[config.mk]
export PLATFORM = sky130hd
export DESIGN_NAME = pts_top
export DESIGN_NICKNAME = d
export VERILOG_FILES = /design/src/hdl/pts_pkg.sv /design/src/hdl/pts_top.sv
export SDC_FILE = /design/constraint.sdc
export NUM_CORES = 1
export LEC_CHECK = 0
export BUFFER_PORTS_ARGS = -buffer_cell sky130_fd_sc_hd__clkbuf_2
export CORE_MARGIN = 3
export CORE_UTILIZATION = 54
export CTS_CLUSTER_DIAMETER = 200
export CTS_CLUSTER_SIZE = 12
export DETAILED_ROUTE_END_ITERATION = 10
export PLACE_DENSITY = 0.8
export SYNTH_ARGS = -nofsm -noshare
export SYNTH_HDL_FRONTEND = slang
export SYNTH_SLANG_ARGS = --single-unit
[constraint.sdc]
create_clock -name clock -period 3.54 [get_ports clock]
set_input_delay 0.354 -clock clock [delete_from_list [all_inputs] [get_ports clock]]
set_output_delay 0.354 -clock clock [all_outputs]
set_load 0.01 [all_outputs]
[src/hdl/pts_pkg.sv]
// Package for the PHY transmit power-save and test control register bank.
// Assumes a 10 MHz core clock and a classic Wishbone slave on 32-bit data.
package pts_pkg;

    // Register indices and page numbers; the byte address on the bus is four times the index.
    localparam logic [4:0]  PTS_IDX_SHARED17  = 5'h17;
    localparam logic [4:0]  PTS_IDX_TXDATA    = 5'h18;
    localparam logic [4:0]  PTS_IDX_PAGE      = 5'h1f;
    localparam logic [4:0]  PTS_PAGE_EEE      = 5'h01;
    localparam logic [4:0]  PTS_PAGE_SAVE     = 5'h02;

    // Reset values.
    localparam logic [15:0] PTS_RST_EEE       = 16'h0033;
    localparam logic [15:0] PTS_RST_SAVE      = 16'h04c8;
    localparam logic [15:0] PTS_RST_TXDATA    = 16'h1000;
    localparam logic [15:0] PTS_RST_PAGE      = 16'h003c;

    // Writable bits; reserved bits hold their reset value.
    localparam logic [15:0] PTS_WMASK_EEE     = 16'h0008;
    localparam logic [15:0] PTS_WMASK_SAVE    = 16'hffdf;
    localparam logic [15:0] PTS_WMASK_TXDATA  = 16'h73df;
    localparam logic [15:0] PTS_WMASK_PAGE    = 16'h1f00;

    // Field positions.
    localparam int PTS_EEE_ENABLE_BIT   = 3;
    localparam int PTS_BYP80_BIT        = 15;
    localparam int PTS_BYP50_BIT        = 14;
    localparam int PTS_FORCE80_BIT      = 13;
    localparam int PTS_FORCE50_BIT      = 12;
    localparam int PTS_LINK_THR_LSB     = 8;
    localparam int PTS_SAVE80_BIT       = 7;
    localparam int PTS_MODE_BIT         = 6;
    localparam int PTS_ON_THR_LSB       = 0;
    localparam int PTS_FILTER_LSB       = 12;
    localparam int PTS_BYP100_DATA_BIT  = 9;
    localparam int PTS_BYP10_DATA_BIT   = 8;
    localparam int PTS_TEST100_LSB      = 6;
    localparam int PTS_TEST10_LSB       = 0;
    localparam int PTS_PAGE_LSB         = 8;

    // Timing: the saving threshold counts in units of this period, the link threshold in units of two periods.
    localparam int PTS_UNIT_NS          = 40;
    localparam int PTS_CLK_NS           = 100;
    localparam int PTS_LINK_UNITS_PER   = 2;

    // Signals toward the analog transmit front end.
    typedef struct packed {
        logic       save_fifty;
        logic       save_eighty;
        logic [2:0] ten_meg_filter_select;
        logic [1:0] tx100_data;
        logic [4:0] tx10_data;
    } pts_afe_t;

endpackage : pts_pkg

[src/hdl/pts_top.sv]
// Register bank and transmit-path steering for PHY power save and test.
// Assumes a classic Wishbone master on the same clock and a transmit path
// whose data and idle indications are synchronous to that clock.
//
// Functional notes
// [RULE1] Auto LPI entry when enabled and idle.
// [RULE2] 80% bypass uses force bit instead.
// [RULE3] 50% bypass uses force bit instead.
// [RULE4] Link pulse delayed threshold times 80ns.
// [RULE5] 80% saving bit enables 80% saving.
// [RULE6] Mode bit selects 10M saving or normal.
// [RULE7] Five-bit threshold delays saving switch-on.
// [RULE8] Three-bit field selects 10M filter.
// [RULE9] 100M bypass sends 100M test data.
// [RULE10] 10M bypass sends 10M test data.
// [RULE11] Software keeps reserved bits at reset.
// [RULE12] Accesses are 16-bit half-words only.
// [RULE13] Page field selects page before access.
// [RULE14] Field changes reach path within cycles.
//
// Chosen here: the Wishbone slave port.
module pts_top
    import pts_pkg::*;
(
    // Clock, reset and enable.
    input  wire logic        clock,
    input  wire logic        rstn,
    input  wire logic        clk_en,
    // Wishbone slave.
    input  wire logic        wb_cyc_i,
    input  wire logic        wb_stb_i,
    input  wire logic        wb_we_i,
    input  wire logic [6:0]  wb_adr_i,
    input  wire logic [3:0]  wb_sel_i,
    input  wire logic [31:0] wb_dat_i,
    output logic [31:0]      wb_dat_o,
    output logic             wb_ack_o,
    // Transmit path side.
    input  wire logic        tx_data_pending,
    input  wire logic        tx10_idle,
    input  wire logic        link_pulse_req,
    input  wire logic [1:0]  tx100_data_in,
    input  wire logic [4:0]  tx10_data_in,
    output logic             tx_lpi_request,
    output logic             link_pulse_out,
    output logic             saving_on,
    output pts_afe_t         afe_out
);

    localparam logic [10:0] UNIT_NS = 11'(PTS_UNIT_NS);
    localparam logic [10:0] CLK_NS  = 11'(PTS_CLK_NS);
    localparam logic [10:0] LINK_NS = 11'(PTS_UNIT_NS * PTS_LINK_UNITS_PER);

    logic        rst_meta;
    logic        rst_sync_n;
    logic [15:0] energy_efficient_config;
    logic [15:0] ten_meg_power_save_control;
    logic [15:0] transmit_data_test_control;
    logic [15:0] page_select;
    logic [4:0]  page;
    logic        bus_req;
    logic        hit_eee;
    logic        hit_save;
    logic        hit_txdata;
    logic        hit_page;
    logic [15:0] lane_mask;
    logic [15:0] next_read;
    logic        saving_eighty_bypass;
    logic        saving_fifty_bypass;
    logic        saving_eighty_force_value;
    logic        saving_fifty_force_value;
    logic [3:0]  link_pulse_delay_threshold;
    logic        saving_eighty_enable;
    logic        ten_meg_saving_mode;
    logic [4:0]  saving_on_delay_threshold;
    logic        link_busy;
    logic [10:0] link_elapsed;
    logic [10:0] link_target;
    logic [10:0] idle_elapsed;
    logic [10:0] idle_target;
    logic        normal_fifty;
    logic        normal_eighty;

    // Reset is released through two flops so release is clean to clock.
    always_ff @(posedge clock or negedge rstn) begin
        if (!rstn) begin
            rst_meta   <= 1'b0;
            rst_sync_n <= 1'b0;
        end else begin
            rst_meta   <= 1'b1;
            rst_sync_n <= rst_meta;
        end
    end

    assign page       = page_select[PTS_PAGE_LSB +: 5];
    assign bus_req    = wb_cyc_i && wb_stb_i && !wb_ack_o;
    assign hit_page   = wb_adr_i[6:2] == PTS_IDX_PAGE;
    // Offset 0x17 holds two registers; the page field picks one.
    assign hit_eee    = wb_adr_i[6:2] == PTS_IDX_SHARED17
                        && page == PTS_PAGE_EEE; // [RULE13]
    assign hit_save   = wb_adr_i[6:2] == PTS_IDX_SHARED17
                        && page == PTS_PAGE_SAVE; // [RULE13]
    assign hit_txdata = wb_adr_i[6:2] == PTS_IDX_TXDATA
                        && page == PTS_PAGE_SAVE; // [RULE13]
    // Only the low half-word lanes carry data; upper lanes are ignored.
    assign lane_mask  = {{8{wb_sel_i[1]}}, {8{wb_sel_i[0]}}}; // [RULE12]

    // Field views of the stored registers.
    assign saving_eighty_bypass       =
        ten_meg_power_save_control[PTS_BYP80_BIT];
    assign saving_fifty_bypass        =
        ten_meg_power_save_control[PTS_BYP50_BIT];
    assign saving_eighty_force_value  =
        ten_meg_power_save_control[PTS_FORCE80_BIT];
    assign saving_fifty_force_value   =
        ten_meg_power_save_control[PTS_FORCE50_BIT];
    assign link_pulse_delay_threshold =
        ten_meg_power_save_control[PTS_LINK_THR_LSB +: 4];
    assign saving_eighty_enable       =
        ten_meg_power_save_control[PTS_SAVE80_BIT];
    assign ten_meg_saving_mode        =
        ten_meg_power_save_control[PTS_MODE_BIT];
    assign saving_on_delay_threshold  =
        ten_meg_power_save_control[PTS_ON_THR_LSB +: 5];

    // Bus answer: one wait state, then a single-cycle ack.
    always_comb begin
        next_read = 16'h0000;
        if (hit_eee) begin
            next_read = energy_efficient_config;
        end else if (hit_save) begin
            next_read = ten_meg_power_save_control;
        end else if (hit_txdata) begin
            next_read = transmit_data_test_control;
        end else if (hit_page) begin
            next_read = page_select;
        end
    end

    always_ff @(posedge clock or negedge rst_sync_n) begin
        if (!rst_sync_n) begin
            wb_ack_o <= 1'b0;
            wb_dat_o <= 32'h0000_0000;
        end else if (clk_en) begin
            wb_ack_o <= bus_req;
            wb_dat_o <= (bus_req && !wb_we_i) ? {16'h0000, next_read}
                                               : 32'h0000_0000;
        end
    end

    // Reserved bits are not writable, so they always read at reset value.
    always_ff @(posedge clock or negedge rst_sync_n) begin
        if (!rst_sync_n) begin
            energy_efficient_config    <= PTS_RST_EEE;
            ten_meg_power_save_control <= PTS_RST_SAVE;
            transmit_data_test_control <= PTS_RST_TXDATA;
            page_select                <= PTS_RST_PAGE;
        end else if (clk_en && bus_req && wb_we_i) begin
            if (hit_eee) begin
                energy_efficient_config <= (energy_efficient_config
                    & ~(PTS_WMASK_EEE & lane_mask))
                    | (wb_dat_i[15:0] & PTS_WMASK_EEE & lane_mask);
            end
            if (hit_save) begin
                ten_meg_power_save_control <= (ten_meg_power_save_control
                    & ~(PTS_WMASK_SAVE & lane_mask))
                    | (wb_dat_i[15:0] & PTS_WMASK_SAVE & lane_mask);
            end
            if (hit_txdata) begin
                transmit_data_test_control <= (transmit_data_test_control
                    & ~(PTS_WMASK_TXDATA & lane_mask))
                    | (wb_dat_i[15:0] & PTS_WMASK_TXDATA & lane_mask);
            end
            if (hit_page) begin
                page_select <= (page_select
                    & ~(PTS_WMASK_PAGE & lane_mask))
                    | (wb_dat_i[15:0] & PTS_WMASK_PAGE & lane_mask);
            end
        end
    end

    // Low-power idle request follows the idle state one cycle later.
    always_ff @(posedge clock or negedge rst_sync_n) begin
        if (!rst_sync_n) begin
            tx_lpi_request <= 1'b0;
        end else if (clk_en) begin
            tx_lpi_request <= energy_efficient_config[PTS_EEE_ENABLE_BIT]
                              && !tx_data_pending; // [RULE1]
        end
    end

    // Delays are kept in nanoseconds because the threshold unit is not a
    // whole number of core clocks; the wait rounds up to the next edge.
    assign link_target = 11'(link_pulse_delay_threshold) * LINK_NS; // [RULE4]
    assign idle_target = 11'(saving_on_delay_threshold) * UNIT_NS;  // [RULE7]

    // A request arriving while a pulse is pending is dropped.
    always_ff @(posedge clock or negedge rst_sync_n) begin
        if (!rst_sync_n) begin
            link_busy      <= 1'b0;
            link_elapsed   <= 11'h000;
            link_pulse_out <= 1'b0;
        end else if (clk_en) begin
            link_pulse_out <= 1'b0;
            if (!link_busy) begin
                if (link_pulse_req) begin
                    link_busy    <= 1'b1;
                    link_elapsed <= 11'h000;
                end
            end else if (link_elapsed >= link_target) begin
                link_busy      <= 1'b0;
                link_pulse_out <= 1'b1; // [RULE4]
            end else begin
                link_elapsed <= link_elapsed + CLK_NS;
            end
        end
    end

    // Saving switches on once the 10M path has idled past the threshold.
    always_ff @(posedge clock or negedge rst_sync_n) begin
        if (!rst_sync_n) begin
            idle_elapsed <= 11'h000;
            saving_on    <= 1'b0;
        end else if (clk_en) begin
            if (!ten_meg_saving_mode || !tx10_idle) begin
                idle_elapsed <= 11'h000;
                saving_on    <= 1'b0; // [RULE6]
            end else if (idle_elapsed >= idle_target) begin
                saving_on <= 1'b1; // [RULE7]
            end else begin
                idle_elapsed <= idle_elapsed + CLK_NS;
            end
        end
    end

    assign normal_fifty  = saving_on; // [RULE6]
    assign normal_eighty = saving_on && saving_eighty_enable; // [RULE5]

    // All steering is registered once so a field change lands next cycle; a mode bit change lands a cycle later, through saving_on.
    always_ff @(posedge clock or negedge rst_sync_n) begin
        if (!rst_sync_n) begin
            afe_out <= '0;
        end else if (clk_en) begin
            afe_out.save_eighty <= saving_eighty_bypass
                ? saving_eighty_force_value : normal_eighty; // [RULE2]
            afe_out.save_fifty  <= saving_fifty_bypass
                ? saving_fifty_force_value : normal_fifty; // [RULE3]
            afe_out.ten_meg_filter_select <=
                transmit_data_test_control[PTS_FILTER_LSB +: 3]; // [RULE8]
            afe_out.tx100_data <=
                transmit_data_test_control[PTS_BYP100_DATA_BIT]
                ? transmit_data_test_control[PTS_TEST100_LSB +: 2]
                : tx100_data_in; // [RULE9]
            afe_out.tx10_data <=
                transmit_data_test_control[PTS_BYP10_DATA_BIT]
                ? transmit_data_test_control[PTS_TEST10_LSB +: 5]
                : tx10_data_in; // [RULE10]
        end
    end
    // Every output above is a flop updated each enabled cycle. [RULE14]

endmodule : pts_top

==> results.tsv <==
stage	metric	value	unit
yosys	synth_top_area_share	43.1	%
die	io_pins	107	
clock_network	cts_buffers	9	
cells_and_area	layout_commonest_cell	dfrtp_1	
sta	relSlewSlack	30.2	%
clock_network	cts_max_level	3	
sta	min_period	3.16	ns
critical_path	critical-path-top-delay-family	adder cells	
route	route.detailed.drc	0	
yosys	synth_area_leaders	dfrtp_1 43%, mux2_2 8.6%, ha_1 7.7%	
route	ant_nets	0	
power_and_ir_drop	irDropWorstVdd	0.212	mV
clock_network	postCtsSetupRepairBufs	0	
cells_and_area	area_delta_synth_final	13.0	%
critical_path	max_stage_delay	0.49	ns
clock_network	cts_root_buffer	clkbuf_8	
critical_path	crit_path_cell_trace	ha_1, ha_1, fa_1, inv_1, ha_1, a21oi_1, o22ai_1, a21oi_1, nand2_1, a22o_1	
yosys	synthSimpleGateAreaFrac	14.9	%
route	vias	3632	
cells_and_area	nNetsFinal	606	
die	die_y	99.3	um
route	first_pass_iters	4	
global_routing	overflow	0	
critical_path	r2r_slack	0.38	ns
sta	setup_viol	0	
power_and_ir_drop	p_leak	2.64	nW
yosys	avgSynthCellArea	10.6	um^2
clock_network	cts.clk_slew.worst_paths	0.09	ns
yosys	postSynthCellCount	443	
route	avgViaCountPerCell	5.80	
yosys	synth_cell_type_count	60	
critical_path	crit_start	ten_meg_power_save_control[11]	
yosys	synth_top_family_by_area	simple AND/OR/NAND/NOR gates	
sta	setup_slack	0.377	ns
sta	finClkSkew	0.00875	ns
global_routing	grt_start_max_net_pins	85	
critical_path	arrival	3.41	ns
global_routing	track_usage	22.6	%
clock_network	cts.repair.resized	0	
cells_and_area	final.fill_count	673	
yosys	synth_seq_cells	86	
critical_path	reg2reg_from	ten_meg_power_save_control[11]	
global_routing	antenna_found_initial	0	
yosys	synth_ff_type	dfrtp_1	
power_and_ir_drop	p_per_area	424	nW/um^2
die	dieArea	9870	um^2
critical_path	rr_endpoint	link_elapsed[2]	
die	fp.dieW	99.3	um
critical_path	cp.required	3.79	ns
run	maxCapViolCount	0	
yosys	synth_enable_flop_cells	0	
critical_path	cp-endpoint	link_elapsed[2]	
clock_network	cts_tree	yes	
global_routing	grt_pass1_vias	3615	
sta	worst_hold_slack	0.161	ns
yosys	synth_xor_xnor_area_share	0.745	%
status	status	finished, final reports clean	
yosys	synth_area	4700	um^2
clock_network	clk_path_buf_depth	2	
critical_path	path_buf_inv	1	
yosys	synth_mux_area_share	10.5	%
cells_and_area	diodes	0	
worst_hold_path	hp-class	in -> reg	
critical_path	crit_cells	10	
cells_and_area	fin_util	63.7	%
route	wire_per_inst	17.1	um
cells_and_area	final_area	5320	um^2
critical_path	critPathLaunchType	register	
sta	drv_slew	0	
cells_and_area	final_layout_size_suffix_gt1_share	29.2	%
critical_path	critPathKind	reg -> reg	
critical_path	ff2ff_path_depth	10	
placement	placed_area	5100	um^2
route	drt_wl_total	10.7	mm
sta	worst_slew_pin_slew	1.05	ns
sta	rsz0062_at_grt	false	
sta	hold_violations	0	
critical_path	critPathMaxFanout	8	
die	coreArea	8340	um^2
critical_path	cpMostUsedCell	ha_1	
die	initial_core_util	56.4	%
global_routing	grt_pass1_wl	17.7	mm
yosys	synth_area_leader_cell	dfrtp_1	
cells_and_area	final_cell_mix	80 x dfrtp_1, 69 x clkbuf_2, 41 x nand2_1, 36 x mux2_2, 33 x nor2_1	
sta	tns	0	ns
clock_network	clock_sinks	86	
yosys	async_flop_share	100	%
die	num_rows	33	
critical_path	end_kind	register	
placement	place_worst_setup_slack	0.395	ns
sta	finalCritPeriodShare	89.3	%
yosys	synth_compound_area_share	13.8	%
route	drt_iter0_drc	146	
clock_network	insertion_delay	0.36	ns
critical_path	slowest_stage	a21oi_1	
yosys	synth_fa_ha_area_share	8.57	%
yosys	synth_seq_area_share	45.9	%
placement	hpwl	7.90	mm
clock_network	cts_hold_repair.buffers	1	
placement	io_buffers	69	
sta	max_freq	316	MHz
placement	place_congestion	0.895	
yosys	yosysWarningCount	0	
==> metrics by stage <==
step	cells	power, mW
finish	626	2.26
CTS	626	2.28
floorplan	458	1.43
global placement	609	1.53
global route	626	2.39
detailed placement	609	1.55
==> report_power, final <==
group          internal, mW  switching, mW
clock network         0.338          0.384
registers              1.05         0.0878
logic                 0.159          0.242
total                  1.54          0.714
==> how the worst min path moves through the flow <==
| stage | startpoint | to | slack, ns | depth (start not counted) |
|---|---|---|---|---|
| after floorplan | rstn | rst_meta | 0.06 | 0 |
| after global placement | rstn | rst_meta | 0.14 | 1 |
| after detailed placement | rstn | rst_meta | 0.14 | 1 |
| after CTS | tx_data_pending | tx_lpi_request | 0.15 | 2 |
| after global routing | tx_data_pending | tx_lpi_request | 0.15 | 2 |
| final | tx_data_pending | tx_lpi_request | 0.16 | 2 |
==> cell usage after synthesis (3+ instances only) <==
cell type	instances
o21ai_0	10
o221ai_1	3
nor2_1	33
a21o_1	5
nor2_2	4
nor3_1	3
nand4_1	6
dfrtp_1	81
inv_1	24
o211ai_1	7
or3_1	4
a22o_1	3
a21oi_1	26
a221o_2	8
or4_1	9
ha_1	29
nand3_1	14
dfstp_2	5
nor2b_1	4
a22oi_1	4
buf_4	16
nand2_1	41
and3_1	6
clkbuf_1	6
mux2i_1	9
mux2_2	36
==> worst reg2reg max path, cell delays in order (launching register included) <==
cell	delay (ns)
dfrtp_1	0.46
ha_1	0.35
ha_1	0.22
fa_1	0.48
inv_1	0.04
ha_1	0.28
a21oi_1	0.18
o22ai_1	0.13
a21oi_1	0.49
nand2_1	0.17
a22o_1	0.26
==> cell type report <==
class                           instances  area (um^2)  area share (%)
Clock buffer                            9          124            2.33
Inverter                               25         93.8            1.77
Clock inverter                          7         80.1            1.51
Timing Repair Buffer                   73          378            7.11
Multi-Input combinational cell        321         2350            44.2
Tap cell                              105          131            2.47
Sequential cell                        86         2160            40.7
==> cell families (layout without fill, tap and decap cells) <==
kind of cell             after synthesis  after routing
AND/OR/NAND/NOR                      135            135
AO/OA/AOI/OAI                         89             89
flip-flops                            86             86
buffers and inverters                 51            114
multiplexers                          45             45
adder cells (fa/ha/maj)               31             31
XOR/XNOR                               4              4
other                                  2             17
==> metal layers <==
metal | part of all wire, % | GRT usage [%]
met2 | 52 | 38.8
met3 | 5.4 | 4.84
met1 | 41 | 29.1
met4 | 1.7 | 5.88
met5 | 0 | 0
==> flip-flops by register name, indices dropped and copies added (netlist names), 5 cells and up <==
| signal | flops |
|---|---|
| page_select | 5 |
| idle_elapsed | 9 |
| link_elapsed | 9 |
| afe_out | 12 |
| transmit_data_test_control | 12 |
| ten_meg_power_save_control | 15 |
| wb_dat_o | 16 |
No activity file was read; power rests on OpenSTA's default activity.
